<file path="config.mk">
export PLATFORM = sky130hd
export DESIGN_NAME = dtc_timer_pair
export DESIGN_NICKNAME = d
export VERILOG_FILES = /design/src/hdl/dtc_pkg.sv /design/src/hdl/dtc_pin_if.sv /design/src/hdl/dtc_pin_sampler.sv /design/src/hdl/dtc_timer_pair.sv
export SDC_FILE = /design/constraint.sdc
export NUM_CORES = 1
export LEC_CHECK = 0
export BUFFER_PORTS_ARGS = -buffer_cell sky130_fd_sc_hd__buf_2
export CELL_PAD_IN_SITES_DETAIL_PLACEMENT = 0
export CELL_PAD_IN_SITES_GLOBAL_PLACEMENT = 1
export CORE_AREA = 4 4 132 134
export DETAILED_ROUTE_END_ITERATION = 16
export DIE_AREA = 0 0 136 138
export HOLD_SLACK_MARGIN = 0.02
export PLACE_DENSITY = 0.82
export REMOVE_ABC_BUFFERS = 1
export SLEW_MARGIN = 20
export SYNTH_ARGS = -nofsm -noshare
export SYNTH_HDL_FRONTEND = slang
export SYNTH_SLANG_ARGS = --single-unit
</file>
<file path="constraint.sdc">
create_clock -name clk_sys -period 2.5 [get_ports clk_sys]
set_input_delay 0.125 -clock clk_sys [delete_from_list [all_inputs] [get_ports clk_sys]]
set_output_delay 0.125 -clock clk_sys [all_outputs]
set_load 0.01 [all_outputs]
</file>
<file path="src/hdl/dtc_pkg.sv">
// Constants shared by the dual timer/counter pair: register indices, fields, resets.
// Assumes a 40 MHz core clock and a register bus with 32-bit aligned words.
package dtc_pkg;

    // Core clock and machine cycle framing
    localparam int          CLK_HZ        = 40_000_000;
    localparam int          PHASES        = 12;        // Core clocks per machine cycle
    localparam logic [3:0]  SAMPLE_PHASE  = 4'h9;      // Fifth state, second phase
    localparam logic [3:0]  UPDATE_PHASE  = 4'h4;      // Third state, first phase
    localparam int          EDGE_CLOCKS   = 2 * PHASES; // Clocks to recognise one fall

    // Register indices; byte address is four times the index
    localparam logic [7:0]  IDX_CTRL      = 8'h88;
    localparam logic [7:0]  IDX_MODE      = 8'h89;
    localparam logic [7:0]  IDX_LO_A      = 8'h8A;
    localparam logic [7:0]  IDX_LO_B      = 8'h8B;
    localparam logic [7:0]  IDX_HI_A      = 8'h8C;
    localparam logic [7:0]  IDX_HI_B      = 8'h8D;
    localparam logic [7:0]  IDX_IRQ_ST    = 8'h90;
    localparam logic [7:0]  IDX_IRQ_MASK  = 8'h91;

    // Mode register fields
    localparam int          MODE_GATE_B   = 7;
    localparam int          MODE_CT_B     = 6;
    localparam int          MODE_SEL_B    = 4;         // Two bits, lsb position
    localparam int          MODE_GATE_A   = 3;
    localparam int          MODE_CT_A     = 2;
    localparam int          MODE_SEL_A    = 0;

    // Control register fields
    localparam int          CTRL_FLAG_B   = 7;
    localparam int          CTRL_RUN_B    = 6;
    localparam int          CTRL_FLAG_A   = 5;
    localparam int          CTRL_RUN_A    = 4;

    // Interrupt status fields
    localparam int          IRQ_OVF_A     = 0;
    localparam int          IRQ_OVF_B     = 1;

    // Reset values
    localparam logic [7:0]  RST_MODE      = 8'h00;
    localparam logic [7:0]  RST_CTRL      = 8'h00;
    localparam logic [7:0]  RST_COUNT     = 8'h00;
    localparam logic [1:0]  RST_IRQ       = 2'h0;

    // Bus responses
    localparam logic [1:0]  RESP_OKAY     = 2'h0;
    localparam logic [1:0]  RESP_SLVERR   = 2'h2;

    typedef enum logic [1:0] {
        DTC_M13   = 2'h0,
        DTC_M16   = 2'h1,
        DTC_M8AR  = 2'h2,
        DTC_MSPL  = 2'h3
    } dtc_mode_t;

endpackage : dtc_pkg

</file>
<file path="src/hdl/dtc_pin_if.sv">
// Interface between the timer core and its pin sampler.
// Assumes both ends run on the one core clock.
interface dtc_pin_if #(
    parameter int N = 4
);
    logic [N-1:0] raw;     // Asynchronous pin levels
    logic         stb;     // Sample strobe, once per machine cycle
    logic [N-1:0] level;   // Synchronised levels
    logic [N-1:0] fall;    // One-cycle pulse after a sampled high-to-low

    modport smp (input raw, input stb, output level, output fall);
    modport core (output raw, output stb, input level, input fall);
endinterface : dtc_pin_if

</file>
<file path="src/hdl/dtc_pin_sampler.sv">
// Pin synchroniser and once-per-machine-cycle falling edge detector.
// Assumes the strobe is a single-cycle pulse from the core clock domain.
module dtc_pin_sampler (
    input  wire logic clk_sys,
    input  wire logic rst,
    dtc_pin_if.smp    pins
);

    localparam int N = $bits(pins.raw);

    logic [N-1:0] sync1_r;
    logic [N-1:0] sync2_r;
    logic [N-1:0] last_r;
    logic [N-1:0] fall_r;

    // Two-stage synchroniser
    always_ff @(posedge clk_sys) begin
        if (rst) begin
            sync1_r <= '0;
            sync2_r <= '0;
        end else begin
            sync1_r <= pins.raw;
            sync2_r <= sync1_r;
        end
    end

    // High in one sample, low in the next
    always_ff @(posedge clk_sys) begin
        if (rst) begin
            last_r <= '0;
            fall_r <= '0;
        end else begin
            fall_r <= '0;
            if (pins.stb) begin
                last_r <= sync2_r;
                fall_r <= last_r & ~sync2_r;
            end
        end
    end

    assign pins.level = sync2_r;
    assign pins.fall  = fall_r;

    a_fall_at_sample: assert property (@(posedge clk_sys) disable iff (rst)
        (fall_r != '0) |-> $past(pins.stb))
        else $error("edge reported outside the sample phase");

endmodule : dtc_pin_sampler

</file>
<file path="src/hdl/dtc_timer_pair.sv">
// Two timer/counters with modes 13-bit, 16-bit, 8-bit reload and split/stop.
// Assumes an AXI4-Lite master on clk_sys and asynchronous count and gate pins.

module dtc_timer_pair #(
    parameter int ADDR_W = 12
) (
    input  wire  logic              clk_sys,
    input  wire  logic              rst,
    input  wire  logic [ADDR_W-1:0] s_axi_awaddr,
    input  wire  logic              s_axi_awvalid,
    output logic                    s_axi_awready,
    input  wire  logic [31:0]       s_axi_wdata,
    input  wire  logic [3:0]        s_axi_wstrb,
    input  wire  logic              s_axi_wvalid,
    output logic                    s_axi_wready,
    output logic [1:0]              s_axi_bresp,
    output logic                    s_axi_bvalid,
    input  wire  logic              s_axi_bready,
    input  wire  logic [ADDR_W-1:0] s_axi_araddr,
    input  wire  logic              s_axi_arvalid,
    output logic                    s_axi_arready,
    output logic [31:0]             s_axi_rdata,
    output logic [1:0]              s_axi_rresp,
    output logic                    s_axi_rvalid,
    input  wire  logic              s_axi_rready,
    input  wire  logic              count_pin_a,
    input  wire  logic              count_pin_b,
    input  wire  logic              gate_pin_a,
    input  wire  logic              gate_pin_b,
    output logic                    irq
);

    if (ADDR_W < 11) begin : g_chk
        $error("ADDR_W too small for the register map");
    end

    // Register index of a byte address; returns all ones when not word aligned
    function automatic logic [7:0] dtc_index(input logic [ADDR_W-1:0] a);
        if (a[1:0] != 2'h0 || a[ADDR_W-1:10] != '0) begin
            return 8'hFF;
        end
        return a[9:2];
    endfunction : dtc_index

    // One count step of a cascaded pair: {overflow, high, low}
    function automatic logic [16:0] dtc_step(input logic [1:0] m,
                                             input logic [7:0] hi,
                                             input logic [7:0] lo);
        case (m)
            dtc_pkg::DTC_M13: begin
                if (lo[4:0] == 5'h1F) begin
                    return {hi == 8'hFF, hi + 8'h01, lo[7:5], 5'h00};
                end
                return {1'b0, hi, lo[7:5], lo[4:0] + 5'h01};
            end
            dtc_pkg::DTC_M16: return {1'b0, hi, lo} + 17'h00001;
            dtc_pkg::DTC_M8AR: begin
                if (lo == 8'hFF) begin
                    return {1'b1, hi, hi};
                end
                return {1'b0, hi, lo + 8'h01};
            end
            default: return {1'b0, hi, lo};
        endcase
    endfunction : dtc_step

    logic [3:0]  phase_r;
    logic [7:0]  mode_r;
    logic [7:0]  ctrl_r;
    logic [7:0]  lo_a_r;
    logic [7:0]  hi_a_r;
    logic [7:0]  lo_b_r;
    logic [7:0]  hi_b_r;
    logic        pend_a_r;
    logic        pend_b_r;
    logic [1:0]  irq_st_r;
    logic [1:0]  irq_mask_r;
    logic        aw_full_r;
    logic        w_full_r;
    logic [7:0]  aw_idx_r;
    logic [7:0]  w_data_r;
    logic        w_lane_r;

    dtc_pin_if #(.N(4)) pin_bus ();

    dtc_pin_sampler u_sampler (
        .clk_sys (clk_sys),
        .rst     (rst),
        .pins    (pin_bus)
    );

    // Pins: bit 0 count a, 1 count b, 2 gate a, 3 gate b
    assign pin_bus.raw = {gate_pin_b, gate_pin_a, count_pin_b, count_pin_a};
    assign pin_bus.stb = (phase_r == dtc_pkg::SAMPLE_PHASE);

    // Machine cycle phase, twelve core clocks
    always_ff @(posedge clk_sys) begin
        if (rst) begin
            phase_r <= 4'h0;
        end else if (phase_r == 4'(dtc_pkg::PHASES - 1)) begin
            phase_r <= 4'h0;
        end else begin
            phase_r <= phase_r + 4'h1;
        end
    end

    // Bus handshake terms
    logic       aw_acc;
    logic       w_acc;
    logic       ar_acc;
    logic       do_wr;
    logic       wr_en;
    logic [7:0] ar_idx;

    assign aw_acc = s_axi_awvalid & s_axi_awready;
    assign w_acc  = s_axi_wvalid & s_axi_wready;
    assign ar_acc = s_axi_arvalid & s_axi_arready;
    assign do_wr  = aw_full_r & w_full_r & ~s_axi_bvalid;
    assign wr_en  = do_wr & w_lane_r;
    assign ar_idx = dtc_index(s_axi_araddr);

    // Write address and data are latched in either order
    always_ff @(posedge clk_sys) begin
        if (rst) begin
            aw_full_r     <= 1'b0;
            w_full_r      <= 1'b0;
            aw_idx_r      <= 8'h00;
            w_data_r      <= 8'h00;
            w_lane_r      <= 1'b0;
            s_axi_awready <= 1'b0;
            s_axi_wready  <= 1'b0;
        end else begin
            if (aw_acc) begin
                aw_full_r <= 1'b1;
                aw_idx_r  <= dtc_index(s_axi_awaddr);
            end else if (do_wr) begin
                aw_full_r <= 1'b0;
            end
            if (w_acc) begin
                w_full_r <= 1'b1;
                w_data_r <= s_axi_wdata[7:0];
                w_lane_r <= s_axi_wstrb[0];
            end else if (do_wr) begin
                w_full_r <= 1'b0;
            end
            s_axi_awready <= ~aw_full_r & ~aw_acc & ~s_axi_bvalid & ~do_wr;
            s_axi_wready  <= ~w_full_r & ~w_acc & ~s_axi_bvalid & ~do_wr;
        end
    end

    // Write response
    always_ff @(posedge clk_sys) begin
        if (rst) begin
            s_axi_bvalid <= 1'b0;
            s_axi_bresp  <= dtc_pkg::RESP_OKAY;
        end else if (do_wr) begin
            s_axi_bvalid <= 1'b1;
            case (aw_idx_r)
                dtc_pkg::IDX_CTRL, dtc_pkg::IDX_MODE, dtc_pkg::IDX_LO_A,
                dtc_pkg::IDX_LO_B, dtc_pkg::IDX_HI_A, dtc_pkg::IDX_HI_B,
                dtc_pkg::IDX_IRQ_ST, dtc_pkg::IDX_IRQ_MASK: begin
                    s_axi_bresp <= dtc_pkg::RESP_OKAY;
                end
                default: s_axi_bresp <= dtc_pkg::RESP_SLVERR;
            endcase
        end else if (s_axi_bready) begin
            s_axi_bvalid <= 1'b0;
        end
    end

    // Mode register, whole byte writes only
    always_ff @(posedge clk_sys) begin
        if (rst) begin
            mode_r <= dtc_pkg::RST_MODE;
        end else if (wr_en && aw_idx_r == dtc_pkg::IDX_MODE) begin
            mode_r <= w_data_r;
        end
    end

    // Decoded configuration
    logic [1:0] mode_a;
    logic [1:0] mode_b;
    logic       split;
    logic       en_a;
    logic       en_b;
    logic       upd;
    logic       tick_a;
    logic       tick_ah;
    logic       tick_b;
    logic [16:0] step_a;
    logic [16:0] step_b;
    logic       ovf_a;
    logic       ovf_b;

    assign mode_a = mode_r[dtc_pkg::MODE_SEL_A +: 2];
    assign mode_b = mode_r[dtc_pkg::MODE_SEL_B +: 2];
    assign split  = (mode_a == dtc_pkg::DTC_MSPL);
    assign upd    = (phase_r == dtc_pkg::UPDATE_PHASE);

    // Run and gate qualification
    assign en_a = ctrl_r[dtc_pkg::CTRL_RUN_A]
                & (~mode_r[dtc_pkg::MODE_GATE_A] | pin_bus.level[2]);
    assign en_b = (split | ctrl_r[dtc_pkg::CTRL_RUN_B])
                & (~mode_r[dtc_pkg::MODE_GATE_B] | pin_bus.level[3]);

    // Source select: pending pin edge or every machine cycle
    assign tick_a  = upd & en_a & (~mode_r[dtc_pkg::MODE_CT_A] | pend_a_r);
    assign tick_b  = upd & en_b & (~mode_r[dtc_pkg::MODE_CT_B] | pend_b_r);
    assign tick_ah = upd & split & ctrl_r[dtc_pkg::CTRL_RUN_B];

    assign step_a = dtc_step(mode_a, hi_a_r, lo_a_r);
    assign step_b = dtc_step(mode_b, hi_b_r, lo_b_r);

    // Overflow events of the two flags
    assign ovf_a = tick_a & (split ? (lo_a_r == 8'hFF) : step_a[16]);
    assign ovf_b = (tick_ah & (hi_a_r == 8'hFF)) | (tick_b & step_b[16] & ~split);

    // Edge waits in the sample cycle, counts at next update phase
    always_ff @(posedge clk_sys) begin
        if (rst) begin
            pend_a_r <= 1'b0;
            pend_b_r <= 1'b0;
        end else begin
            pend_a_r <= pin_bus.fall[0] | (pend_a_r & ~upd);
            pend_b_r <= pin_bus.fall[1] | (pend_b_r & ~upd);
        end
    end

    // Timer a counts; software writes override a same-cycle step
    always_ff @(posedge clk_sys) begin
        if (rst) begin
            lo_a_r <= dtc_pkg::RST_COUNT;
            hi_a_r <= dtc_pkg::RST_COUNT;
        end else begin
            if (tick_a) begin
                if (split) begin
                    lo_a_r <= lo_a_r + 8'h01;
                end else begin
                    {hi_a_r, lo_a_r} <= step_a[15:0];
                end
            end
            if (tick_ah) begin
                hi_a_r <= hi_a_r + 8'h01;
            end
            if (wr_en && aw_idx_r == dtc_pkg::IDX_LO_A) begin
                lo_a_r <= w_data_r;
            end
            if (wr_en && aw_idx_r == dtc_pkg::IDX_HI_A) begin
                hi_a_r <= w_data_r;
            end
        end
    end

    // Timer b counts
    always_ff @(posedge clk_sys) begin
        if (rst) begin
            lo_b_r <= dtc_pkg::RST_COUNT;
            hi_b_r <= dtc_pkg::RST_COUNT;
        end else begin
            if (tick_b) begin
                {hi_b_r, lo_b_r} <= step_b[15:0];
            end
            if (wr_en && aw_idx_r == dtc_pkg::IDX_LO_B) begin
                lo_b_r <= w_data_r;
            end
            if (wr_en && aw_idx_r == dtc_pkg::IDX_HI_B) begin
                hi_b_r <= w_data_r;
            end
        end
    end

    // Control register; an overflow wins over a clearing write
    always_ff @(posedge clk_sys) begin
        if (rst) begin
            ctrl_r <= dtc_pkg::RST_CTRL;
        end else begin
            if (wr_en && aw_idx_r == dtc_pkg::IDX_CTRL) begin
                ctrl_r <= w_data_r;
            end
            if (ovf_a) begin
                ctrl_r[dtc_pkg::CTRL_FLAG_A] <= 1'b1;
            end
            if (ovf_b) begin
                ctrl_r[dtc_pkg::CTRL_FLAG_B] <= 1'b1;
            end
        end
    end

    // Sticky status, read clears, mask gates the interrupt
    always_ff @(posedge clk_sys) begin
        if (rst) begin
            irq_st_r   <= dtc_pkg::RST_IRQ;
            irq_mask_r <= dtc_pkg::RST_IRQ;
            irq        <= 1'b0;
        end else begin
            if (ar_acc && ar_idx == dtc_pkg::IDX_IRQ_ST) begin
                irq_st_r <= {ovf_b, ovf_a};
            end else begin
                irq_st_r <= irq_st_r | {ovf_b, ovf_a};
            end
            if (wr_en && aw_idx_r == dtc_pkg::IDX_IRQ_MASK) begin
                irq_mask_r <= w_data_r[1:0];
            end
            irq <= |(irq_st_r & irq_mask_r);
        end
    end

    // Read channel
    always_ff @(posedge clk_sys) begin
        if (rst) begin
            s_axi_rvalid  <= 1'b0;
            s_axi_rdata   <= 32'h0000_0000;
            s_axi_rresp   <= dtc_pkg::RESP_OKAY;
            s_axi_arready <= 1'b0;
        end else begin
            if (ar_acc) begin
                s_axi_rvalid <= 1'b1;
                s_axi_rresp  <= dtc_pkg::RESP_OKAY;
                case (ar_idx)
                    dtc_pkg::IDX_CTRL:     s_axi_rdata <= {24'h0, ctrl_r};
                    dtc_pkg::IDX_MODE:     s_axi_rdata <= {24'h0, mode_r};
                    dtc_pkg::IDX_LO_A:     s_axi_rdata <= {24'h0, lo_a_r};
                    dtc_pkg::IDX_LO_B:     s_axi_rdata <= {24'h0, lo_b_r};
                    dtc_pkg::IDX_HI_A:     s_axi_rdata <= {24'h0, hi_a_r};
                    dtc_pkg::IDX_HI_B:     s_axi_rdata <= {24'h0, hi_b_r};
                    dtc_pkg::IDX_IRQ_ST:   s_axi_rdata <= {30'h0, irq_st_r};
                    dtc_pkg::IDX_IRQ_MASK: s_axi_rdata <= {30'h0, irq_mask_r};
                    default: begin
                        s_axi_rdata <= 32'h0000_0000;
                        s_axi_rresp <= dtc_pkg::RESP_SLVERR;
                    end
                endcase
            end else if (s_axi_rready) begin
                s_axi_rvalid <= 1'b0;
            end
            s_axi_arready <= ~ar_acc & ~(s_axi_rvalid & ~s_axi_rready);
        end
    end

    a_timer_tick_phase: assert property (@(posedge clk_sys) disable iff (rst)
        upd |-> ##12 (phase_r == dtc_pkg::UPDATE_PHASE))
        else $error("machine cycle is not twelve core clocks");

    a_edge_update_lag: assert property (@(posedge clk_sys) disable iff (rst)
        $rose(pend_a_r) |-> ##5 (phase_r == dtc_pkg::UPDATE_PHASE && pend_a_r))
        else $error("pin edge not held until the following update phase");

    a_gate_blocks_a: assert property (@(posedge clk_sys) disable iff (rst)
        (mode_r[dtc_pkg::MODE_GATE_A] && !pin_bus.level[2] && !do_wr && !tick_ah)
        |=> (lo_a_r == $past(lo_a_r) && hi_a_r == $past(hi_a_r)))
        else $error("gated timer a counted with gate pin low");

    a_mode16_incr: assert property (@(posedge clk_sys) disable iff (rst)
        (tick_a && mode_a == dtc_pkg::DTC_M16 && !do_wr)
        |=> {hi_a_r, lo_a_r} == $past({hi_a_r, lo_a_r}) + 16'h0001)
        else $error("sixteen-bit mode did not add one");

    a_reload_from_hi: assert property (@(posedge clk_sys) disable iff (rst)
        (tick_b && mode_b == dtc_pkg::DTC_M8AR && lo_b_r == 8'hFF && !do_wr)
        |=> (lo_b_r == hi_b_r && ctrl_r[dtc_pkg::CTRL_FLAG_B]))
        else $error("auto reload missed or flag not set");

    a_b_stopped_hold: assert property (@(posedge clk_sys) disable iff (rst)
        (mode_b == dtc_pkg::DTC_MSPL && !do_wr)
        |=> ({hi_b_r, lo_b_r} == $past({hi_b_r, lo_b_r})))
        else $error("timer b moved while stopped");

    a_prescale_carry: assert property (@(posedge clk_sys) disable iff (rst)
        (tick_a && mode_a == dtc_pkg::DTC_M13 && lo_a_r[4:0] == 5'h1F && !do_wr)
        |=> (lo_a_r[4:0] == 5'h00 && hi_a_r == $past(hi_a_r) + 8'h01))
        else $error("prescaler carry did not reach the high byte");

    a_ovf_sets_flag: assert property (@(posedge clk_sys) disable iff (rst)
        ovf_a |=> ctrl_r[dtc_pkg::CTRL_FLAG_A] && irq_st_r[dtc_pkg::IRQ_OVF_A])
        else $error("overflow of timer a not flagged");

    a_irq_follows: assert property (@(posedge clk_sys) disable iff (rst)
        (|(irq_st_r & irq_mask_r)) |=> irq)
        else $error("interrupt not raised for unmasked status");

endmodule : dtc_timer_pair

</file>
==> metrics.md, run 1 <==
| Metric | Value |
|---|---|
| Syn Inst Count | approximately 760 |
| Drt total wl | roughly 18 mm |
| Layout area overhead | 15.9% |
| PD cells | around 470 mW/mm2 |
| Via density | 5.64 |
| H-tree depth | 3 |
| Avg Inst Size Synth | ~8.3 um2 |
| CTS sink cnt | between 100 and 150 |
| Cell area after synthesis | 0.00635 mm2 |
| Inserted Diodes | 0 |
| Fmax | around 450 MHz |
| Cells after DPL | just over 1000 |
| Critical path type | reg2reg |
| Pins Over Slew Limit | 0 |
| Max incr delay on CP | around 360 ps |
| TritonRoute pass-1 iters | 5 |
| Post-Synth XOR/XNOR Area | less than 1% |
| Die area | between 0.015 and 0.02 mm2 |
| Commonest cells after routing, fill and taps aside | dfxtp_1 (105), nand2_1 (76), nor2_1 (60), a21oi_1 (59), buf_2 (59) |
| Final hold vios | 0 |
| Simple-Gate Fraction of Synth Area | between 20% and 30% |
| Port bufs | a little under 60 |
| CP top delay family | compound AO/OA/AOI/OAI gates |
| Largest net degree at the start of global routing | 31 |
| Final cell count without fillers | roughly 1100 |
| Post-synthesis mux area share | about 7.6% |
| Net Sw Frac | 26.4% |
| Final setup TNS | 0 ps |
| Startpoint types | register |
| Die Span X | ~140 um |
| Rows | between 40 and 50 |
| Status | completed |
| DR vias | around 6000 |
| Fin nets | slightly above 900 |
| MaxCap Viol Count | 0 |
| Skew final | about 12 ps |
| Wirelength per Cell | 17.4 um |
| RSZ-0062 raised after global routing | false |
| Compound-gate portion of the synthesized area | between 20% and 30% |
| Int Pwr | 2.53 mW |
| Max IR drop VDD | 438 uV |
| Largest family of logic cells by synthesized area | simple AND/OR/NAND/NOR gates |
| Synth async-reset ratio | 0% |
| Combinational power share | 7.1% |
| CTS tree | built |
| FF-to-FF Start | lo_a_r[0] |
| Worst EP required | between 2000 and 3000 ps |
| Residual DRC | 0 |
| First-pass GRT wire length | between 20 and 30 mm |
| Gr ovfl total | 0 |
| CP Cell Sequence | ha_1, and3_1, ha_1, o21bai_1, buf_4, o21a_1, nor4b_1, a2111oi_0 |
| Period utilisation layout | between 80% and 90% |
| Gpl congestion | 0.919 |
| Pleak | 2.69 nW |
| Clk pwr share | between 40% and 50% |
| Post-route ant nets | 0 |
| Register area share after synthesis | around a third |
| Number of synthesized register bits | 105 |
| Most common flop cell mapped by yosys | dfxtp_1 |
| Hold Slack | between 20 and 30 ps |
| Max FO, Critical Path | 6 |
| Pwr Total | roughly 3.4 mW |
| Sequential power share | 51.1% |
| Ys Warns | 0 |
| Clock root cell | clkbuf_16 |
| Hold wc startpoint | s_axi_awaddr[8] |
| Most common cell after layout, fill and taps aside | dfxtp_1 |
| Post-route minimum period | around 2200 ps |
| Most frequent CP cell | ha_1 |
| Switching power | a little over 0.9 mW |
| Reg clk slew, reported paths | 80 ps |
| Total GRT Usage | roughly 20% |
| Crit-path slowest cell | dfxtp_1 |
| DR iter-0 viols | 561 |
| Synth Area in Adders | ~2.4% |
| Clk buf depth | 2 |
| Crit end category | register |
| Antenna violations before repair | 0 |
| Slew @ Worst Pin | 669 ps |
| Final setup vio count | 0 |
| Crit path DAT | between 2000 and 2500 ps |
| Worst Hold Class | in2reg |
| Slew margin rel. | ~55% |
| IO Count | about 110 |
| Initial Util | between 30% and 40% |
| DIE HEIGHT | roughly 140 um |
| Worst skew pair latency | about 360 ps |
| Critical path origin | lo_a_r[0] |
| Vias in the first global route | 5553 |
| Post-DP HPWL | around 14 mm |
| Crit path buffers/inverters | 1 |
| Post-synth cell types | 89 |
| Core area | about 0.016 mm2 |
| CTS buffer count | 9 |
| Number of synthesized flops with an enable pin | 0 |
| Proportion of layout cells with a drive suffix above 1 | between 10% and 20% |
## layout make-up
cell class | count | area [um2]
tap | 220 | 275
fill | 1682 | 8930
inverter | 22 | 82.6
clock buffer | 9 | 225
multi-input combinational | 584 | 3850
sequential | 105 | 2100
clock inverter | 7 | 77.6
timing repair buffer | 113 | 748
## final timing paths
| check | end | slack (ps) | cells after the start |
|---|---|---|---|
| max | hi_a_r[3] | 270 | 8 |
| min | aw_idx_r[6] | 30 | 2 |
| min reg2reg | u_sampler.pins.fall[1] | 420 | 1 |
| max reg2reg | hi_a_r[3] | 270 | 8 |
## per-stage QoR
stage,cell area [um2],setup slack (ps),utilization [%]
floorplan,6030,411,-
global placement,6860,307,42.1
detailed placement,6860,253,42.1
CTS,7360,236,45.2
global route,7360,3.99,45.2
finish,7360,270,45.2
## layer usage
metal  vias to the layer above  track usage (%)  share of wire, %
li1                       2935                -                 -
met1                      2810             28.0                47
met2                       208             29.8                44
met3                        24             4.00               7.3
met4                         0             5.68               2.1
met5                         -                0                 0
## sequential cells by signal (all words and copies together), names as in the netlist, 2 cells and up
| register | count |
|---|---|
| aw_idx_r | 8 |
| ctrl_r | 8 |
| hi_a_r | 8 |
| hi_b_r | 8 |
| irq_mask_r | 2 |
| irq_st_r | 2 |
| lo_a_r | 8 |
| lo_b_r | 8 |
| mode_r | 8 |
| phase_r | 4 |
| s_axi_rdata | 8 |
| u_sampler.last_r | 2 |
| u_sampler.pins.fall | 2 |
| u_sampler.pins.level | 4 |
| u_sampler.sync1_r | 4 |
| w_data_r | 8 |
## kinds of logic after synthesis
kind of cell | count (synthesis)
AND/OR/NAND/NOR | 303
adder cells (fa/ha/maj) | 12
XOR/XNOR | 6
AO/OA/AOI/OAI | 200
multiplexers | 37
flip-flops | 105
buffers and inverters | 100
other | 1
## Yosys cell counts (6+ instances only)
cell type | number | area (um2)
nor4_1 | 9 | 56.3
inv_1 | 22 | 82.6
dfxtp_1 | 105 | 2100
clkbuf_1 | 31 | 116
a21oi_1 | 59 | 295
nand2b_1 | 11 | 68.8
and2_1 | 12 | 75.1
nor3_1 | 11 | 55.1
nand3_1 | 35 | 175
nor4b_1 | 6 | 52.6
a311oi_1 | 10 | 87.6
nand3b_1 | 8 | 60.1
ha_1 | 12 | 150
o221a_2 | 8 | 90.1
o21ai_0 | 14 | 70.1
mux2_2 | 9 | 101
o21ai_1 | 13 | 65.1
nor2_1 | 60 | 225
mux2i_1 | 20 | 200
buf_2 | 17 | 85.1
nand2_1 | 76 | 285
a31oi_1 | 13 | 81.3
a32oi_1 | 8 | 70.1
a211oi_1 | 15 | 113
buf_4 | 27 | 203
nand4_1 | 14 | 87.6
mux4_2 | 8 | 180
and3_1 | 10 | 62.6
nor2b_1 | 12 | 75.1
## timing repair
item,CTS,global route
endpoints found under the hold margin,19,0
hold buffers,19,0
setup buffers,0,0
gates resized for setup,0,1
endpoints found under the setup margin,0,1
## power groups by stage
stage               combinational, mW  sequential [mW]  clock (mW)
detailed placement              0.218             1.80           0
CTS                             0.241             1.76        1.47
global route                    0.272             1.76        1.53
finish                          0.243             1.76        1.44
floorplan                       0.113             1.78           0
global placement                0.216             1.79           0
Power figures use the tool's default switching activity.
==> run 2, diff against run 1 <==
--- a/config.mk
+++ b/config.mk
@@ -8,11 +8,11 @@
 export BUFFER_PORTS_ARGS = -buffer_cell sky130_fd_sc_hd__buf_2
 export CELL_PAD_IN_SITES_DETAIL_PLACEMENT = 0
 export CELL_PAD_IN_SITES_GLOBAL_PLACEMENT = 1
-export CORE_AREA = 4 4 132 134
+export CORE_AREA = 4 4 128 130
 export DETAILED_ROUTE_END_ITERATION = 16
-export DIE_AREA = 0 0 136 138
+export DIE_AREA = 0 0 132 134
 export HOLD_SLACK_MARGIN = 0.02
-export PLACE_DENSITY = 0.82
+export PLACE_DENSITY = 0.86
 export REMOVE_ABC_BUFFERS = 1
 export SLEW_MARGIN = 20
 export SYNTH_ARGS = -nofsm -noshare
==> metrics.md, run 2 (same netlist as run 1, synthesis figures left out) <==
| Metric | Value |
|---|---|
| DR iter-0 viols | 483 (-14%) |
| First-pass GRT wire length | 29.0 mm (-1.4%) |
| IO Count | 113 (unchanged) |
| Skew final | 7.76 ps (-4.50 ps) |
| Final setup TNS | 0 ps (unchanged) |
| Final hold vios | 0 (unchanged) |
| Antenna violations before repair | 0 (unchanged) |
| Slew margin rel. | 58.2% (+2.8 points) |
| Most common cell after layout, fill and taps aside | dfxtp_1 |
| Max IR drop VDD | 448 uV (+2.1%) |
| FF-to-FF Start | lo_a_r[0] |
| Post-route ant nets | 0 (unchanged) |
| Drt total wl | 18.3 mm (-0.72%) |
| Worst Hold Class | in2reg |
| Max FO, Critical Path | 6 (unchanged) |
| Total GRT Usage | 20.4% (+0.79 points) |
| Slew @ Worst Pin | 627 ps (-42.2 ps) |
| Hold Slack | 31.9 ps (+4.30 ps) |
| Fin nets | 918 (unchanged) |
| H-tree depth | 3 (unchanged) |
| Core area | 0.0151 mm2 (-7.0%) |
| DIE HEIGHT | 134 um (-2.9%) |
| Status | completed |
| Residual DRC | 0 (unchanged) |
| Die area | 0.0177 mm2 (-5.8%) |
| Post-DP HPWL | 13.4 mm (-1.2%) |
| Port bufs | 59 (unchanged) |
| Period utilisation layout | 90.9% (+1.8 points) |
| Largest net degree at the start of global routing | 31 (unchanged) |
| Reg clk slew, reported paths | 80 ps (about the same) |
| Worst skew pair latency | 360 ps (about the same) |
| Setup ws final | 226 ps (-43.9 ps) |
| Wirelength per Cell | 17.8 um (+2.4%) |
| Post-route minimum period | 2270 ps (+43.9 ps) |
| Pleak | 2.69 nW (about the same) |
| Utilization after layout | 48.4% (+3.2 points) |
| Vias in the first global route | 5454 (-1.8%) |
| Die Span X | 132 um (-2.9%) |
| Layout fillers | 1471 (-13%) |
| CP Cell Sequence | ha_1, and3_1, ha_1, o21bai_1, buf_4, o21a_1, nor4b_1, a2111oi_1 |
| Max incr delay on CP | 370 ps (about the same) |
| Fmax | 440 MHz (-1.9%) |
| Crit path DAT | 2510 ps (+30 ps) |
| Pins Over Slew Limit | 0 (unchanged) |
| Final cell count without fillers | 1028 (-3.0%) |
| Gpl congestion | 0.926 (+0.77%) |
| Startpoint types | register |
| DP Worst Slack | 155 ps (-98.0 ps) |
| MaxCap Viol Count | 0 (unchanged) |
| Inserted Diodes | 0 (unchanged) |
| Rows | 45 (-4.3%) |
| Worst EP required | 2740 ps (about the same) |
| Crit-path slowest cell | a2111oi_1 |
| Via density | 5.77 (+2.3%) |
| Post-CTS setup buffer count | 0 (unchanged) |
| Crit end category | register |
| Commonest cells after routing, fill and taps aside | dfxtp_1 (105), nand2_1 (76), nor2_1 (60), a21oi_1 (59), buf_2 (59) |
| Hold wc startpoint | s_axi_awaddr[4] |
| CTS buffer count | 9 (unchanged) |
| CTS sink cnt | 105 (unchanged) |
| Final setup vio count | 0 (unchanged) |
| Initial Util | 41.9% (+2.9 points) |
| Cells after DPL | 993 (-3.1%) |
| Gr ovfl total | 0 (unchanged) |
| Most frequent CP cell | ha_1 |
| Critical path origin | lo_a_r[0] |
| CTS tree | built |
| PD cells | 469 mW/mm2 (+0.36%) |
| Clk buf depth | 2 (unchanged) |
| Proportion of layout cells with a drive suffix above 1 | 18.6% (unchanged) |
| Clock root cell | clkbuf_16 |
| Layout area overhead | 15.3% |
| Critical path type | reg2reg |
| TritonRoute pass-1 iters | 5 (unchanged) |
| DR vias | 5929 (-0.80%) |
-- run 2: layout make-up --
cell class              count  area (um2)  area share, %
multi-input cells         584        3850           52.6
flip-flops and latches    105        2100           28.7
repair buffers            113         748           10.2
well taps                 188         235           3.21
clock buffers               9         225           3.07
clock inverters             7        82.6           1.13
inverters                  22        82.6           1.13
-- run 2: routing by layer --
metal	global-route usage [%]	routed length, um	up-vias
li1	-	-	2927
met1	27.7	8230	2755
met2	31.8	8220	226
met3	5.78	1550	21
met4	5.48	276	0
met5	0	0	-
-- run 2: critical path, delay by kind of cell (launching register included) --
family                     cells  cell delay (ps)
AOI/OAI and AO/OA              3              860
adders and majority gates      2              480
buffers and inverters          1              170
DFF                            1              360
and+or+nand+nor                2              280
-- run 2: worst paths after layout --
| kind | endpoint | slack, ps | depth (start not counted) |
|---|---|---|---|
| max | hi_a_r[3] | 230 | 8 |
| min | aw_idx_r[2] | 30 | 2 |
| max reg2reg | hi_a_r[3] | 230 | 8 |
| min reg2reg | u_sampler.pins.fall[0] | 420 | 1 |
-- run 2: stage by stage --
stage	instance area (um2)	power, mW
2_1_floorplan	6030	1.89
3_3_place_gp	6820	2.01
3_5_place_dp	6820	2.01
4_1_cts	7310	3.47
5_1_grt	7330	3.57
6_report	7330	3.43
-- run 2: what timing repair did --
| action | in CTS | in global routing |
|---|---|---|
| endpoints found under the hold margin | 18 | 1 |
| resized for setup | 0 | 2 |
| setup endpoints to repair | 0 | 3 |
| hold buffers | 18 | 1 |
-- run 2: report_power, final --
part	switching (mW)	internal, mW	leakage, nW
clock	0.722	0.716	0.147
sequential	0.0489	1.71	0.852
combinational	0.133	0.107	1.69
